==> src/core/cmos_pkg.sv <==
/*
  Constants shared by the message object status and identifier tag block.
  Assumes an 8-bit special-function register bus and a single 200 MHz clock.
*/
package cmos_pkg;
  // ==========================================================================
  // Geometry
  localparam int unsigned NUM_OBJ = 15;
  localparam int unsigned OBJ_W = 4;
  localparam int unsigned TAG_W = 32;
  localparam int unsigned ID_W = 29;
  localparam logic [3:0] NUM_OBJ_CODE = 4'hf;

  // ==========================================================================
  // Register offsets
  localparam logic [7:0] ADDR_OBJECT_STATUS = 8'hb2;
  localparam logic [7:0] ADDR_ID_TAG_1 = 8'hbc;
  localparam logic [7:0] ADDR_ID_TAG_2 = 8'hbd;
  localparam logic [7:0] ADDR_ID_TAG_3 = 8'hbe;
  localparam logic [7:0] ADDR_ID_TAG_4 = 8'hbf;

  // ==========================================================================
  // Status field positions
  localparam int unsigned BIT_LENGTH_WARNING = 7;
  localparam int unsigned BIT_TRANSMIT_DONE = 6;
  localparam int unsigned BIT_RECEIVE_DONE = 5;
  localparam int unsigned BIT_BIT_MISMATCH = 4;
  localparam int unsigned BIT_STUFFING = 3;
  localparam int unsigned BIT_CHECKSUM = 2;
  localparam int unsigned BIT_FRAME_FORM = 1;
  localparam int unsigned BIT_ACKNOWLEDGE = 0;
  localparam logic [7:0] STATUS_RESET = 8'h00;

  // ==========================================================================
  // Tag field positions within the fourth tag byte
  localparam int unsigned BIT_REMOTE_REQUEST_TAG = 2;
  localparam int unsigned BIT_RESERVED_BIT1_TAG = 1;
  localparam int unsigned BIT_RESERVED_BIT0_TAG = 0;

  // ==========================================================================
  // Bus-level and checksum constants
  localparam logic BUS_DOMINANT = 1'b0;
  localparam logic BUS_RECESSIVE = 1'b1;
  localparam logic [2:0] STUFF_LIMIT = 3'h5;
  localparam logic [2:0] STUFF_FIRST = 3'h1;
  localparam logic [14:0] CRC_POLY = 15'h4599;
  localparam logic [14:0] CRC_INIT = 15'h0000;

  typedef enum logic [1:0] {
    CMOS_FRAME_IDLE = 2'b00,
    CMOS_FRAME_TX = 2'b01,
    CMOS_FRAME_RX = 2'b10
  } cmos_frame_t;
endpackage : cmos_pkg

==> src/core/cmos_mem_if.sv <==
/*
  Carrier between the status block and its identifier tag store.
  Assumes both ends run on the same clock.
*/
`timescale 1ns/10ps
interface cmos_mem_if;
  logic [cmos_pkg::OBJ_W-1:0] addr;
  logic [3:0] byte_we;
  logic [7:0] wdata;
  logic [cmos_pkg::TAG_W-1:0] rdata;

  modport master (output addr, output byte_we, output wdata, input rdata);
  modport store (input addr, input byte_we, input wdata, output rdata);
endinterface : cmos_mem_if

==> src/core/cmos_tag_mem.sv <==
/*
  Identifier tag store: one 32-bit word of four tag bytes per message object.
  Assumes software loads each word before use; contents are not reset.
*/
`timescale 1ns/10ps
module cmos_tag_mem (
  input wire logic clk_i,
  cmos_mem_if.store mem
);
  typedef struct packed {
    logic [cmos_pkg::NUM_OBJ-1:0][cmos_pkg::TAG_W-1:0] word;
    logic [cmos_pkg::TAG_W-1:0] rdata;
  } cmos_mem_state_t;

  cmos_mem_state_t st;
  cmos_mem_state_t next_st;

  always_comb begin
    next_st = st;
    for (int b = 0; b < 4; b++) begin
      if (mem.byte_we[b]) begin
        next_st.word[mem.addr][b*8 +: 8] = mem.wdata;
      end
    end
    next_st.rdata = next_st.word[mem.addr];
  end

  // Tags carry no reset value
  always_ff @(posedge clk_i) begin
    st <= next_st;
  end

  assign mem.rdata = st.rdata;
endmodule : cmos_tag_mem

==> src/core/cmos_status_tag.sv <==
/*
  Message object status flags and identifier tag registers of a CAN controller,
  with bit, stuff, checksum, form and acknowledge checking on the bit stream.
  Assumes the protocol engine presents one sampled bus bit per bit_valid_i pulse
  together with field markers, and that all inputs are synchronous to clk_i.
*/
`timescale 1ns/10ps
// Notes on behaviour
// - Set length warning when received length code differs from configured one.
// - Every received frame overwrites the object's length code with the received one.
// - Set transmit done when the object's transmission completes; not set when a hit reception completes in the same cycle.
// - Among objects ready to send, the lowest index goes first.
// - Set receive done when the object's reception completes.
// - Among objects hit by one frame, the lowest index is updated.
// - While transmitting, flag a bit mismatch when read-back differs from sent.
// - No mismatch for recessive-to-dominant bits in arbitration or ack slot, or in error frames.
// - Flag stuffing error on more than five equal consecutive bits.
// - Checksum over destuffed frame; flag error on mismatch with received field.
// - Flag form error when a fixed-form field is violated.
// - Flag acknowledge error when our frame's ack slot stays recessive.
// - Every completion and error flag can raise the interrupt request.
// - Standard mode: first tag byte holds identifier bits 10 to 3.
// - Standard mode: second tag byte bits 7-5 hold identifier bits 2 to 0.
// - Standard mode: third tag byte holds no identifier bits.
// - Standard mode: fourth tag byte holds remote tag bit 2, bit0 tag bit 0.
// - Extended mode: identifier bits 28-5 spread over the first three tag bytes.
// - Extended mode: fourth byte holds id 4-0, remote, bit1 and bit0 tags.
// - Tag registers have no reset value; software loads them first.
// - Reserved tag bits read undefined; software writes them as zero.
// - Extended select picks 11-bit or 29-bit tag layout.
// - Status shows the object chosen by the page object number; tags follow a page change one cycle later.
module cmos_status_tag (
  input wire logic clk_i,
  input wire logic sys_rst_i,
  input wire logic [7:0] sfr_addr_i,
  input wire logic sfr_wr_i,
  input wire logic sfr_rd_i,
  input wire logic [7:0] sfr_wdata_i,
  output logic [7:0] sfr_rdata_o,
  input wire logic [3:0] object_number_i,
  input wire logic extended_id_select_i,
  input wire logic [14:0] tx_enable_i,
  input wire logic tx_done_i,
  input wire logic [14:0] rx_hit_i,
  input wire logic rx_done_i,
  input wire logic [3:0] rx_dlc_i,
  input wire logic [3:0] expected_dlc_i,
  input wire logic frame_start_i,
  input wire logic transmitting_i,
  input wire logic bit_valid_i,
  input wire logic bit_sent_i,
  input wire logic bit_seen_i,
  input wire logic arb_field_i,
  input wire logic ack_slot_i,
  input wire logic error_frame_i,
  input wire logic stuff_region_i,
  input wire logic crc_region_i,
  input wire logic crc_check_i,
  input wire logic fixed_field_i,
  output logic [3:0] tx_object_o,
  output logic tx_pending_o,
  output logic dlc_update_o,
  output logic [3:0] dlc_object_o,
  output logic [3:0] dlc_value_o,
  output logic [28:0] selected_id_o,
  output logic status_irq_o
);
  // ==========================================================================
  // Helpers
  function automatic logic [3:0] cmos_lowest(input logic [14:0] vec);
    logic [3:0] idx;
    idx = 4'h0;
    for (int i = cmos_pkg::NUM_OBJ - 1; i >= 0; i--) begin
      if (vec[i]) begin
        idx = 4'(i);
      end
    end
    return idx;
  endfunction : cmos_lowest

  function automatic logic [28:0] cmos_tag_to_id(input logic [31:0] tag, input logic ext);
    if (ext) begin
      return {tag[7:0], tag[15:8], tag[23:16], tag[31:27]};
    end
    return {18'h0, tag[7:0], tag[15:13]};
  endfunction : cmos_tag_to_id

  // ==========================================================================
  // State
  typedef struct packed {
    logic [14:0][7:0] status;
    logic [3:0] tx_obj;
    logic tx_pend;
    logic [3:0] frame_obj;
    cmos_pkg::cmos_frame_t frame;
    logic [2:0] stuff_cnt;
    logic last_bit;
    logic [14:0] crc;
    logic dlc_upd;
    logic [3:0] dlc_obj;
    logic [3:0] dlc_val;
    logic [7:0] rdata;
    logic [28:0] sel_id;
    logic irq;
  } cmos_state_t;

  cmos_state_t st;
  cmos_state_t next_st;
  cmos_mem_if mem_bus ();
  logic [7:0] ev;
  logic [3:0] ev_obj;
  logic [3:0] rx_obj;
  logic crc_fb;
  logic [14:0] crc_now;
  logic [31:0] tag_word;
  logic any_flag;

  cmos_tag_mem u_tag_mem (
    .clk_i(clk_i),
    .mem(mem_bus.store)
  );

  // ==========================================================================
  // Tag store access
  // Page selects object
  assign mem_bus.addr = object_number_i;
  assign mem_bus.wdata = sfr_wdata_i;
  assign tag_word = mem_bus.rdata;

  always_comb begin
    mem_bus.byte_we = 4'h0;
    if (sfr_wr_i && object_number_i < cmos_pkg::NUM_OBJ_CODE) begin
      mem_bus.byte_we[0] = sfr_addr_i == cmos_pkg::ADDR_ID_TAG_1;
      mem_bus.byte_we[1] = sfr_addr_i == cmos_pkg::ADDR_ID_TAG_2;
      mem_bus.byte_we[2] = sfr_addr_i == cmos_pkg::ADDR_ID_TAG_3;
      mem_bus.byte_we[3] = sfr_addr_i == cmos_pkg::ADDR_ID_TAG_4;
    end
  end

  // ==========================================================================
  // Event detection
  assign rx_obj = cmos_lowest(rx_hit_i);
  assign crc_fb = bit_seen_i ^ st.crc[14];
  assign crc_now = {st.crc[13:0], 1'b0} ^ (crc_fb ? cmos_pkg::CRC_POLY : cmos_pkg::CRC_INIT);

  always_comb begin
    ev = 8'h00;
    ev_obj = st.frame_obj;
    if (rx_done_i && rx_hit_i != 15'h0000) begin
      ev_obj = rx_obj;
      ev[cmos_pkg::BIT_RECEIVE_DONE] = 1'b1;
      ev[cmos_pkg::BIT_LENGTH_WARNING] = rx_dlc_i != expected_dlc_i;
    end else if (tx_done_i && st.tx_pend) begin
      ev_obj = st.tx_obj;
      ev[cmos_pkg::BIT_TRANSMIT_DONE] = 1'b1;
    end
    if (bit_valid_i) begin
      ev[cmos_pkg::BIT_BIT_MISMATCH] = transmitting_i && bit_sent_i != bit_seen_i && !error_frame_i
        && !((arb_field_i || ack_slot_i) && bit_sent_i == cmos_pkg::BUS_RECESSIVE);
      ev[cmos_pkg::BIT_STUFFING] = stuff_region_i && bit_seen_i == st.last_bit
        && st.stuff_cnt == cmos_pkg::STUFF_LIMIT;
      ev[cmos_pkg::BIT_FRAME_FORM] = fixed_field_i && bit_seen_i == cmos_pkg::BUS_DOMINANT;
      ev[cmos_pkg::BIT_ACKNOWLEDGE] = ack_slot_i && transmitting_i && bit_seen_i == cmos_pkg::BUS_RECESSIVE;
    end
    ev[cmos_pkg::BIT_CHECKSUM] = crc_check_i && st.crc != cmos_pkg::CRC_INIT;
  end

  // ==========================================================================
  // Next state
  always_comb begin
    next_st = st;
    next_st.dlc_upd = 1'b0;
    next_st.tx_pend = tx_enable_i != 15'h0000;
    next_st.tx_obj = cmos_lowest(tx_enable_i);
    if (frame_start_i) begin
      next_st.frame = transmitting_i ? cmos_pkg::CMOS_FRAME_TX : cmos_pkg::CMOS_FRAME_RX;
      next_st.frame_obj = transmitting_i ? st.tx_obj : st.frame_obj;
      next_st.crc = cmos_pkg::CRC_INIT;
      next_st.stuff_cnt = 3'h0;
      next_st.last_bit = cmos_pkg::BUS_RECESSIVE;
    end else if (bit_valid_i) begin
      if (stuff_region_i) begin
        next_st.stuff_cnt = (bit_seen_i == st.last_bit) ? st.stuff_cnt + 3'h1 : cmos_pkg::STUFF_FIRST;
        next_st.last_bit = bit_seen_i;
      end
      if (crc_region_i) begin
        next_st.crc = crc_now;
      end
    end
    if (rx_done_i && rx_hit_i != 15'h0000) begin
      next_st.frame_obj = rx_obj;
      next_st.dlc_upd = 1'b1;
      next_st.dlc_obj = rx_obj;
      next_st.dlc_val = rx_dlc_i;
      next_st.frame = cmos_pkg::CMOS_FRAME_IDLE;
    end else if (tx_done_i) begin
      next_st.frame = cmos_pkg::CMOS_FRAME_IDLE;
    end
    if (sfr_wr_i && sfr_addr_i == cmos_pkg::ADDR_OBJECT_STATUS && object_number_i < cmos_pkg::NUM_OBJ_CODE) begin
      next_st.status[object_number_i] = sfr_wdata_i;
    end
    if (ev_obj < cmos_pkg::NUM_OBJ_CODE) begin
      next_st.status[ev_obj] = next_st.status[ev_obj] | ev;
    end
    next_st.irq = next_st.status != '0;
    next_st.sel_id = cmos_tag_to_id(tag_word, extended_id_select_i);
    if (sfr_rd_i) begin
      unique case (sfr_addr_i)
        cmos_pkg::ADDR_OBJECT_STATUS: next_st.rdata = st.status[object_number_i];
        cmos_pkg::ADDR_ID_TAG_1: next_st.rdata = tag_word[7:0];
        cmos_pkg::ADDR_ID_TAG_2: next_st.rdata = tag_word[15:8];
        cmos_pkg::ADDR_ID_TAG_3: next_st.rdata = tag_word[23:16];
        cmos_pkg::ADDR_ID_TAG_4: next_st.rdata = tag_word[31:24];
        default: next_st.rdata = 8'h00;
      endcase
    end
  end

  always_ff @(posedge clk_i) begin
    if (sys_rst_i) begin
      st <= '0;
      st.last_bit <= cmos_pkg::BUS_RECESSIVE;
      st.frame <= cmos_pkg::CMOS_FRAME_IDLE;
    end else begin
      st <= next_st;
    end
  end

  // ==========================================================================
  // Outputs
  assign sfr_rdata_o = st.rdata;
  assign tx_object_o = st.tx_obj;
  assign tx_pending_o = st.tx_pend;
  assign dlc_update_o = st.dlc_upd;
  assign dlc_object_o = st.dlc_obj;
  assign dlc_value_o = st.dlc_val;
  assign selected_id_o = st.sel_id;
  assign status_irq_o = st.irq;
  assign any_flag = st.status != '0;

  // ==========================================================================
  // Checks
  a_length_warn_set: assert property (@(posedge clk_i) disable iff (sys_rst_i)
    rx_done_i && rx_hit_i != 15'h0000 && rx_dlc_i != expected_dlc_i
    |=> st.status[$past(rx_obj)][cmos_pkg::BIT_LENGTH_WARNING])
    else $error("length warning not set");
  a_dlc_update_value: assert property (@(posedge clk_i) disable iff (sys_rst_i)
    rx_done_i && rx_hit_i != 15'h0000 |=> dlc_update_o && dlc_value_o == $past(rx_dlc_i))
    else $error("length code not forwarded");
  a_transmit_done_set: assert property (@(posedge clk_i) disable iff (sys_rst_i)
    tx_done_i && st.tx_pend && !rx_done_i |=> st.status[$past(st.tx_obj)][cmos_pkg::BIT_TRANSMIT_DONE])
    else $error("transmit done not set");
  a_tx_lowest_first: assert property (@(posedge clk_i) disable iff (sys_rst_i)
    tx_enable_i != 15'h0000 |=> tx_pending_o && (($past(tx_enable_i) >> tx_object_o) & 15'h0001) == 15'h0001
    && ($past(tx_enable_i) & ((15'h0001 << tx_object_o) - 15'h0001)) == 15'h0000)
    else $error("lowest transmit object not chosen");
  a_rx_lowest_hit: assert property (@(posedge clk_i) disable iff (sys_rst_i)
    rx_done_i && rx_hit_i != 15'h0000 |=> (($past(rx_hit_i) >> dlc_object_o) & 15'h0001) == 15'h0001
    && ($past(rx_hit_i) & ((15'h0001 << dlc_object_o) - 15'h0001)) == 15'h0000)
    else $error("lowest hit object not updated");
  a_bit_arb_exempt: assert property (@(posedge clk_i) disable iff (sys_rst_i)
    bit_valid_i && arb_field_i && bit_sent_i == cmos_pkg::BUS_RECESSIVE |-> !ev[cmos_pkg::BIT_BIT_MISMATCH])
    else $error("bit mismatch raised in arbitration");
  a_stuff_six_bits: assert property (@(posedge clk_i) disable iff (sys_rst_i)
    ev[cmos_pkg::BIT_STUFFING] |-> $past(st.last_bit) == bit_seen_i && st.stuff_cnt == cmos_pkg::STUFF_LIMIT)
    else $error("stuffing error without six equal bits");
  a_ack_error_set: assert property (@(posedge clk_i) disable iff (sys_rst_i)
    bit_valid_i && ack_slot_i && transmitting_i && bit_seen_i && st.frame_obj < cmos_pkg::NUM_OBJ_CODE
    && !rx_done_i && !tx_done_i |=> st.status[$past(st.frame_obj)][cmos_pkg::BIT_ACKNOWLEDGE])
    else $error("acknowledge error not set");
  a_irq_follows_flags: assert property (@(posedge clk_i) disable iff (sys_rst_i)
    any_flag |-> status_irq_o)
    else $error("interrupt request missing");
  a_flags_sticky: assert property (@(posedge clk_i) disable iff (sys_rst_i)
    object_number_i < cmos_pkg::NUM_OBJ_CODE && st.status[object_number_i][cmos_pkg::BIT_RECEIVE_DONE]
    && !(sfr_wr_i && sfr_addr_i == cmos_pkg::ADDR_OBJECT_STATUS)
    |=> st.status[$past(object_number_i)][cmos_pkg::BIT_RECEIVE_DONE])
    else $error("status flag dropped without write");

  // ==========================================================================
  // Event checks
  a_receive_done_set: assert property (@(posedge clk_i) disable iff (sys_rst_i)
    rx_done_i && rx_hit_i != 15'h0000 |=> st.status[dlc_object_o][cmos_pkg::BIT_RECEIVE_DONE])
    else $error("receive done not set");
  a_bit_mismatch_set: assert property (@(posedge clk_i) disable iff (sys_rst_i)
    bit_valid_i && transmitting_i && bit_sent_i != bit_seen_i && !error_frame_i && !arb_field_i
    && !ack_slot_i && st.frame_obj < cmos_pkg::NUM_OBJ_CODE && !rx_done_i && !tx_done_i
    |=> st.status[$past(st.frame_obj)][cmos_pkg::BIT_BIT_MISMATCH])
    else $error("bit mismatch not set");
  a_rx_no_mismatch: assert property (@(posedge clk_i) disable iff (sys_rst_i)
    bit_valid_i && !transmitting_i |-> !ev[cmos_pkg::BIT_BIT_MISMATCH])
    else $error("bit mismatch raised while receiving");
  a_error_frame_exempt: assert property (@(posedge clk_i) disable iff (sys_rst_i)
    bit_valid_i && error_frame_i |-> !ev[cmos_pkg::BIT_BIT_MISMATCH])
    else $error("bit mismatch raised in error frame");
  a_ack_slot_exempt: assert property (@(posedge clk_i) disable iff (sys_rst_i)
    bit_valid_i && ack_slot_i && bit_sent_i == cmos_pkg::BUS_RECESSIVE |-> !ev[cmos_pkg::BIT_BIT_MISMATCH])
    else $error("bit mismatch raised in ack slot");
  a_checksum_set: assert property (@(posedge clk_i) disable iff (sys_rst_i)
    crc_check_i && st.crc != cmos_pkg::CRC_INIT && st.frame_obj < cmos_pkg::NUM_OBJ_CODE
    && !rx_done_i && !tx_done_i
    |=> st.status[$past(st.frame_obj)][cmos_pkg::BIT_CHECKSUM])
    else $error("checksum error not set");
  a_checksum_clean: assert property (@(posedge clk_i) disable iff (sys_rst_i)
    crc_check_i && st.crc == cmos_pkg::CRC_INIT |-> !ev[cmos_pkg::BIT_CHECKSUM])
    else $error("checksum error on clean residue");
  a_form_error_set: assert property (@(posedge clk_i) disable iff (sys_rst_i)
    bit_valid_i && fixed_field_i && bit_seen_i == cmos_pkg::BUS_DOMINANT && st.frame_obj < cmos_pkg::NUM_OBJ_CODE
    && !rx_done_i && !tx_done_i |=> st.status[$past(st.frame_obj)][cmos_pkg::BIT_FRAME_FORM])
    else $error("form error not set");
  a_dlc_pulse_single: assert property (@(posedge clk_i) disable iff (sys_rst_i)
    !(rx_done_i && rx_hit_i != 15'h0000) |=> !dlc_update_o)
    else $error("length code update without reception");
  a_tx_none_pending: assert property (@(posedge clk_i) disable iff (sys_rst_i)
    tx_enable_i == 15'h0000 |=> !tx_pending_o)
    else $error("transmit pending with nothing enabled");

  // ==========================================================================
  // Register checks
  a_status_write_replace: assert property (@(posedge clk_i) disable iff (sys_rst_i)
    sfr_wr_i && sfr_addr_i == cmos_pkg::ADDR_OBJECT_STATUS && object_number_i < cmos_pkg::NUM_OBJ_CODE
    && ev == 8'h00 |=> st.status[$past(object_number_i)] == $past(sfr_wdata_i))
    else $error("status write not applied");
  a_status_read_sel: assert property (@(posedge clk_i) disable iff (sys_rst_i)
    sfr_rd_i && sfr_addr_i == cmos_pkg::ADDR_OBJECT_STATUS && object_number_i < cmos_pkg::NUM_OBJ_CODE
    |=> sfr_rdata_o == $past(st.status[object_number_i]))
    else $error("status read from wrong object");
  a_page_write_refused: assert property (@(posedge clk_i) disable iff (sys_rst_i)
    sfr_wr_i && object_number_i == cmos_pkg::NUM_OBJ_CODE |-> mem_bus.byte_we == 4'h0)
    else $error("tag write with no object selected");
  a_rdata_holds: assert property (@(posedge clk_i) disable iff (sys_rst_i)
    !sfr_rd_i |=> $stable(sfr_rdata_o))
    else $error("read data changed without read");
  a_std_id_upper: assert property (@(posedge clk_i) disable iff (sys_rst_i)
    !extended_id_select_i |=> selected_id_o[28:11] == 18'h0)
    else $error("standard identifier has upper bits");
endmodule : cmos_status_tag

==> config.mk <==
export PLATFORM = sky130hd
export DESIGN_NAME = cmos_status_tag
export DESIGN_NICKNAME = d
export VERILOG_FILES = /design/src/core/cmos_pkg.sv /design/src/core/cmos_mem_if.sv /design/src/core/cmos_tag_mem.sv /design/src/core/cmos_status_tag.sv
export SDC_FILE = /design/constraint.sdc
export NUM_CORES = 2
export LEC_CHECK = 0
export ABC_AREA = 1
export BUFFER_PORTS_ARGS = -buffer_cell sky130_fd_sc_hd__buf_2
export CAP_MARGIN = 20
export CORE_ASPECT_RATIO = 0.8
export CORE_MARGIN = 1.5
export CORE_UTILIZATION = 39
export CTS_BUF_LIST = sky130_fd_sc_hd__clkbuf_8
export DETAILED_ROUTE_END_ITERATION = 10
export SLEW_MARGIN = 20
export SYNTH_ARGS = -nofsm -noshare
export SYNTH_HDL_FRONTEND = slang
export SYNTH_SLANG_ARGS = --single-unit
==> constraint.sdc <==
create_clock -name clk_i -period 6.6 [get_ports clk_i]
set_clock_uncertainty 0.05 [all_clocks]
set_input_delay 1.32 -clock clk_i [delete_from_list [all_inputs] [get_ports clk_i]]
set_output_delay 1.32 -clock clk_i [all_outputs]
set_load 0.01 [all_outputs]
* After elaboration in Yosys (flattened, before gate mapping)
Index checks and enable logic that the tools add are counted.
Word-level totals: RAM bits 0, latch bits 0, bits in read-only memories 0, bits in registers 709, memories kept 0, logic and storage cells 184
Cells by class: reduce and logical (&&, ||, !) cells 36, $add $sub $neg 1, muxes and demuxes 79, bitwise gates (word level) 5, shift operators 0, $lt $le $gt $ge 6, equality and inequality tests 9, div/mod/pow operators 0, multipliers 0
Operator list (count):
- $bwmux W480 | 4
- $mux W480 | 4
- $demux W32 S4 | 4
- $bwmux W120 | 2
- $mux W120 | 2
- $bmux W32 S4 | 1
- $reduce_bool A120 Y1 | 1
- $mux W4 | 27
- $bmux W8 S4 | 2
- $demux W8 S4 | 2
- $mux W32 | 2
- $reduce_bool A15 Y1 | 3
- $eq A8 B8 Y1 const B | 5
- $mux W8 | 5
- $pmux W8 S5 | 1
- $mux W29 | 1
- $mux W24 | 1
- $logic_and A1 B1 Y1 | 17
- $mux W16 | 1
- $mux W15 | 1
- $mux W3 | 5
- $xor A15 B15 Y15 | 1
- $mux W11 | 1
- $lt A4 B5 Y1 const B | 2
- other kinds (22) | 41

* Logic depth before layout (Yosys ltp)
word-level depth 23, gate-level depth with buffers 33

* By module
From an unflattened synthesis, not the netlist that was laid out.
Unflattened totals: cells, all modules 5675, area, all modules 37191.9 um2
Modules (own cells, without submodules):
- cmos_tag_mem | sequential area each 10249.8 um2, cells each 3588, area an instance 24323.3 um2, instances 1
- cmos_status_tag | sequential area each 3903.7 um2, cells each 2087, area an instance 12868.6 um2, instances 1

* Worst setup path after synthesis
OpenSTA, ideal clock, no wires.
kind in2reg, from input rx_hit_i[3], to register st, in the netlist status_irq_o, setup slack 2.770 ns, path buffers 3, arrival 3.648 ns, stages 25, path through nor2_1 -> nand3_1 -> nor2_1 -> a21oi_2 -> inv_2 -> nand2_1 -> nand2_2 -> inv_1 -> buf_4 -> buf_2 -> nand4_1 -> o21ai_0 -> nand2_1 -> nand2_1 -> nor2_2 -> buf_4 -> nand3_1 -> nand2_1 -> nand2_1 -> nor2_1 -> nand2_1 -> nor2_1 -> nand2_1 -> nor2_1 -> a21oi_1
On the way: cells in the longest elaborated chain, start to end 12, elaborated cells between the ends (all ways) 22, classes of those cells order compare (3); mux (14); bitwise (1); reduce/logical (4)
RTL lines:
- start: declaration | RTL line cmos_status_tag.sv:44 | input wire logic [14:0] rx_hit_i,
- $mux W4 (4 in a row) | RTL line cmos_status_tag.sv:74 | if (vec[i]) begin
- $mux W4 | RTL line cmos_status_tag.sv:149 | if (rx_done_i && rx_hit_i != 15'h0000) begin
- $lt A4 B5 Y1 (not written as such) or $ge A4 B1 Y1 (tied branches) | RTL line cmos_status_tag.sv:203 | next_st.status[ev_obj] = next_st.status[ev_obj] | ev;
- $logic_and A1 B1 Y1 (not written as such) | RTL line cmos_status_tag.sv:203
- $mux W8 (not written as such) | RTL line cmos_status_tag.sv:203
- $demux W8 S4 | RTL line cmos_status_tag.sv:203
- $bwmux W120 | RTL line cmos_status_tag.sv:203
- $mux W120 (*) | RTL line cmos_status_tag.sv:202 | if (ev_obj < cmos_pkg::NUM_OBJ_CODE) begin
- $reduce_bool A120 Y1 (*) | RTL line cmos_status_tag.sv:205 | next_st.irq = next_st.status != '0;
- end signal: assignment | RTL line cmos_status_tag.sv:225 | st <= next_st;
- end: declaration | RTL line cmos_status_tag.sv:107 | cmos_state_t st;
Every way passes the cells marked *; elsewhere a longest branch is shown, timed or not. The select of a mux whose other input is x is not followed. A chain may end at the register's enable or synchronous reset.

* Worst setup path after layout
from input rx_hit_i[0], to register st, in the netlist status_irq_o
On the way: cells in the longest elaborated chain, start to end 10, elaborated cells between the ends (all ways) 19, classes of those cells order compare (3); mux (11); bitwise (1); reduce/logical (4)
RTL lines (RTL line):
- $reduce_bool A15 Y1 | cmos_status_tag.sv:149
- $logic_and A1 B1 Y1 | cmos_status_tag.sv:149
- $mux W4 | cmos_status_tag.sv:149
- $lt A4 B5 Y1 (not written as such) or $ge A4 B1 Y1 (tied branches) | cmos_status_tag.sv:203
- $logic_and A1 B1 Y1 (not written as such) | cmos_status_tag.sv:203
- $mux W8 (not written as such) | cmos_status_tag.sv:203
- $demux W8 S4 | cmos_status_tag.sv:203
- $bwmux W120 | cmos_status_tag.sv:203
- $mux W120 (*) | cmos_status_tag.sv:202
- $reduce_bool A120 Y1 (*) | cmos_status_tag.sv:205
Marked as above.

==> impl_metrics.csv <==
group,metric,value,unit
outcome,status,"finished clean",
clock_tree,clock_latency,0.79,ns
global_route,grt_first_pass_wirelength,204000,um
logic_synthesis,synth_top_family_by_area,"compound AO/OA/AOI/OAI gates",
die,die_y,259,um
logic_synthesis,synth_edf_count,0,
logic_synthesis,syn-instance-count,4459,
clock_tree,cts_root_buf,"clkbuf_8",
flow_run,drv_cap,0,
global_route,grt_overflow,0,
logic_synthesis,synth_fp_nets,4538,
clock_tree,clock_path_buffers,3,
sta,slew_violations,0,
detailed_routing,dr_total_vias,33700,
setup_path,cp.required,7.18,ns
global_route,grt_antenna_before_repair,12,
sta,hold_viol,0,
die,num_io_pins,129,
setup_path,cp_slowest_cell,"nor2_1",
placed_design,dpl-instance-area,33500,um2
setup_path,path_cells,"buf_2 -> inv_1 -> nand3_1 -> nor2_1 -> a21oi_2 -> inv_2 -> nand2_2 -> buf_4 -> nand3_1 -> nor2_1 -> nand3_1 -> o21ai_1 -> nand2_1 -> nor2_1 -> nand2_1 -> nor2_1 -> nand2_1 -> nor2_1 -> a21oi_1",
logic_synthesis,synth_cell_type_count,55,
sta,fin_crit_sh,76.3,%
die,start_util,39.6,%
clock_tree,h-tree-depth,3,
layout,fin_nets,4551,
logic_synthesis,syn_avg_cell_area,7.18,um2
sta,setup_viol,0,
global_route,grt_start_max_net_pins,118,
logic_synthesis,synth_fa_ha_area_share,0.0781,%
clock_tree,clock-sinks,707,
sta,rsz0062_at_grt,"false",
logic_synthesis,ys_seq_area_share,44.2,%
setup_path,max_stage_delay,0.94,ns
placed_design,dp_hpwl,99900,um
die,rows,93,
sta,timing.setup.tns,0,ns
die,core-area,80900,um2
detailed_routing,dr.pass1.iters,9,
clock_tree,cts_setup_buffers,0,
logic_synthesis,synth_simple_gate_area_share,23.1,%
pwr,leakage,14.8,nW
placed_design,io_buffers,128,
global_route,track_usage,33.0,%
logic_synthesis,syn_area,32000,um2
detailed_routing,drc,0,
pwr,ir_drop,0.148,mV
die,die_area,83900,um2
hold_path,hold_path_class,"reg2reg",
clock_tree,cts.hold.buffers_added,0,
clock_tree,clk_pin_slew_worst_paths,0.06,ns
placed_design,routabilityCongestion,0.998,
setup_path,worst-endpoint-arrival,5.61,ns
logic_synthesis,async_reset_ff_share,0,%
sta,fmax,0.199,GHz
setup_path,rr_startpoint,"tx_pending_o",
detailed_routing,via_per_inst,5.94,
detailed_routing,post_drt_wl_per_cell,25.3,um
setup_path,cp_common_cell,"nor2_1",
sta,maxSlewHeadroom,26.9,%
clock_tree,cts_buffers,112,
detailed_routing,drtIter0Drc,5742,
setup_path,cp-start-kind,"primary input",
logic_synthesis,synthXorXnorAreaFrac,0.301,%
die,die_x,323,um
setup_path,critPathMaxFanout,47,
sta,fin_crit,5.04,ns
sta,tightest_slew,1.10,ns
logic_synthesis,synth.area.mux_share,0.0977,%
layout,drive_gt1_share,13.2,%
setup_path,startpoint,"rx_hit_i[0]",
global_route,grt_pass1_vias,29400,
logic_synthesis,synth_compound_area_share,23.6,%
hold_path,worstHoldStart,"u_tag_mem.mem.rdata[11]",
detailed_routing,ant_nets,0,
layout,synthToLayoutAreaGrowth,12.5,%
pwr,powerDensity,259,nW/um2
clock_tree,ctsResizeCount,0,
logic_synthesis,yosys_warnings,0,
setup_path,worstSetupPathType,"in2reg",
logic_synthesis,ys_seq_elements,707,
logic_synthesis,synthFlopType,"dfxtp_1",
detailed_routing,routed_wl,143000,um
setup_path,cp-end-kind,"flop",
layout,stdcell_area,36000,um2
clock_tree,tritoncts,"built",
## sequential cells by signal, indices dropped and copies added (netlist names)
| register | flops |
|---|---|
| tx_pending_o | 1 |
| u_tag_mem.mem.rdata | 32 |
| status_irq_o | 1 |
| tx_object_o | 4 |
| dlc_value_o | 4 |
| dlc_object_o | 4 |
| selected_id_o | 29 |
| dlc_update_o | 1 |
| u_tag_mem.st | 480 |
| sfr_rdata_o | 8 |
| st | 143 |
## layer usage
metal	wire length, um	GRT usage, %	up-vias
met5	36	0	-
li1	-	-	15100
met2	55200	43.7	2465
met3	21600	11.7	348
met4	5490	12.1	6
met1	61100	48.2	15800
## cells by family (layout without fill, tap and decap cells)
| kind of cell | count (synthesis) | count (layout) |
|---|---|---|
| DFF | 707 | 707 |
| muxes | 3 | 3 |
| adders and majority gates | 2 | 2 |
| xor gates and xnor gates | 11 | 11 |
| and+or+nand+nor | 1742 | 1742 |
| other | 0 | 10 |
| buffers and inverters | 659 | 765 |
| AOI/OAI and AO/OA | 1335 | 1335 |
## path summary, 6_finish.rpt
path	slack (ns)	depth (start not counted)	end
max	1.56	19	status_irq_o
min	0.40	2	selected_id_o[16]
max reg2reg	2.25	15	status_irq_o
min reg2reg	0.40	2	selected_id_o[16]
## cells in the mapped netlist, drive strengths merged (5+ instances only)
cell type | n | share of area (%)
nand2 | 1033 | 12
o21ai | 926 | 14
dfxtp | 707 | 44
nor2 | 328 | 4.2
inv | 298 | 3.5
clkbuf | 235 | 2.8
nand3 | 190 | 3.0
buf | 123 | 2.4
o22ai | 121 | 2.4
or2 | 93 | 1.8
a21oi | 78 | 1.2
nand4 | 77 | 1.5
a22o | 57 | 1.6
a221oi | 51 | 1.4
a22oi | 37 | 0.87
nor4 | 11 | 0.21
nor3 | 8 | 0.21
o2111ai | 8 | 0.22
xor2 | 7 | 0.19
a2111oi | 6 | 0.16
o211ai | 6 | 0.14
o21bai | 6 | 0.14
o221ai | 6 | 0.16
o31ai | 6 | 0.14
a32o | 5 | 0.16
## worst max-delay path, delay by kind of cell
family | cells | cell delay, ns
buffers and inverters | 4 | 0.96
AND/OR/NAND/NOR | 12 | 2.65
AO/OA/AOI/OAI | 3 | 0.65
## through the flow
stage,hold WS (ns),util [%],setup slack (ns),std cells,total power (W)
floorplan,0.358,-,2.77,4459,0.00490
global placement,0.388,41.4,0.814,5450,0.00522
detailed placement,0.393,41.4,0.886,5450,0.00521
CTS,0.404,44.5,1.69,5657,0.00930
global route,0.426,44.5,1.21,5658,0.00957
finish,0.400,44.6,1.56,5667,0.00934
## cells in the final DEF (no fill, tap or decap), types with 20 or more instances in the layout
cell type	instances
a22oi_1	37
inv_1	303
o21ai_0	897
inv_2	25
nand3_1	190
clkbuf_8	152
buf_4	126
a221oi_1	51
nor2_2	20
dfxtp_1	707
o22ai_1	121
buf_2	127
or2_2	92
nand2_1	1022
nand4_1	77
a21oi_1	77
o21ai_1	27
a22o_1	57
nor2_1	294
## power by group
group / internal (W) / switching, W
registers: 0.00433 / 0.0000272
clock network: 0.00228 / 0.00189
logic: 0.000201 / 0.000615
## final cells by class
class	instances	area (um2)
timing repair buffer	257	1660
tap	1092	1370
antenna	10	25.0
inverter	301	1130
clock inverter	55	404
clock buffer	152	2090
fill	8312	44800
sequential	707	14200
multi-input combinational	3093	15200
Power figures use the tool's default switching activity.
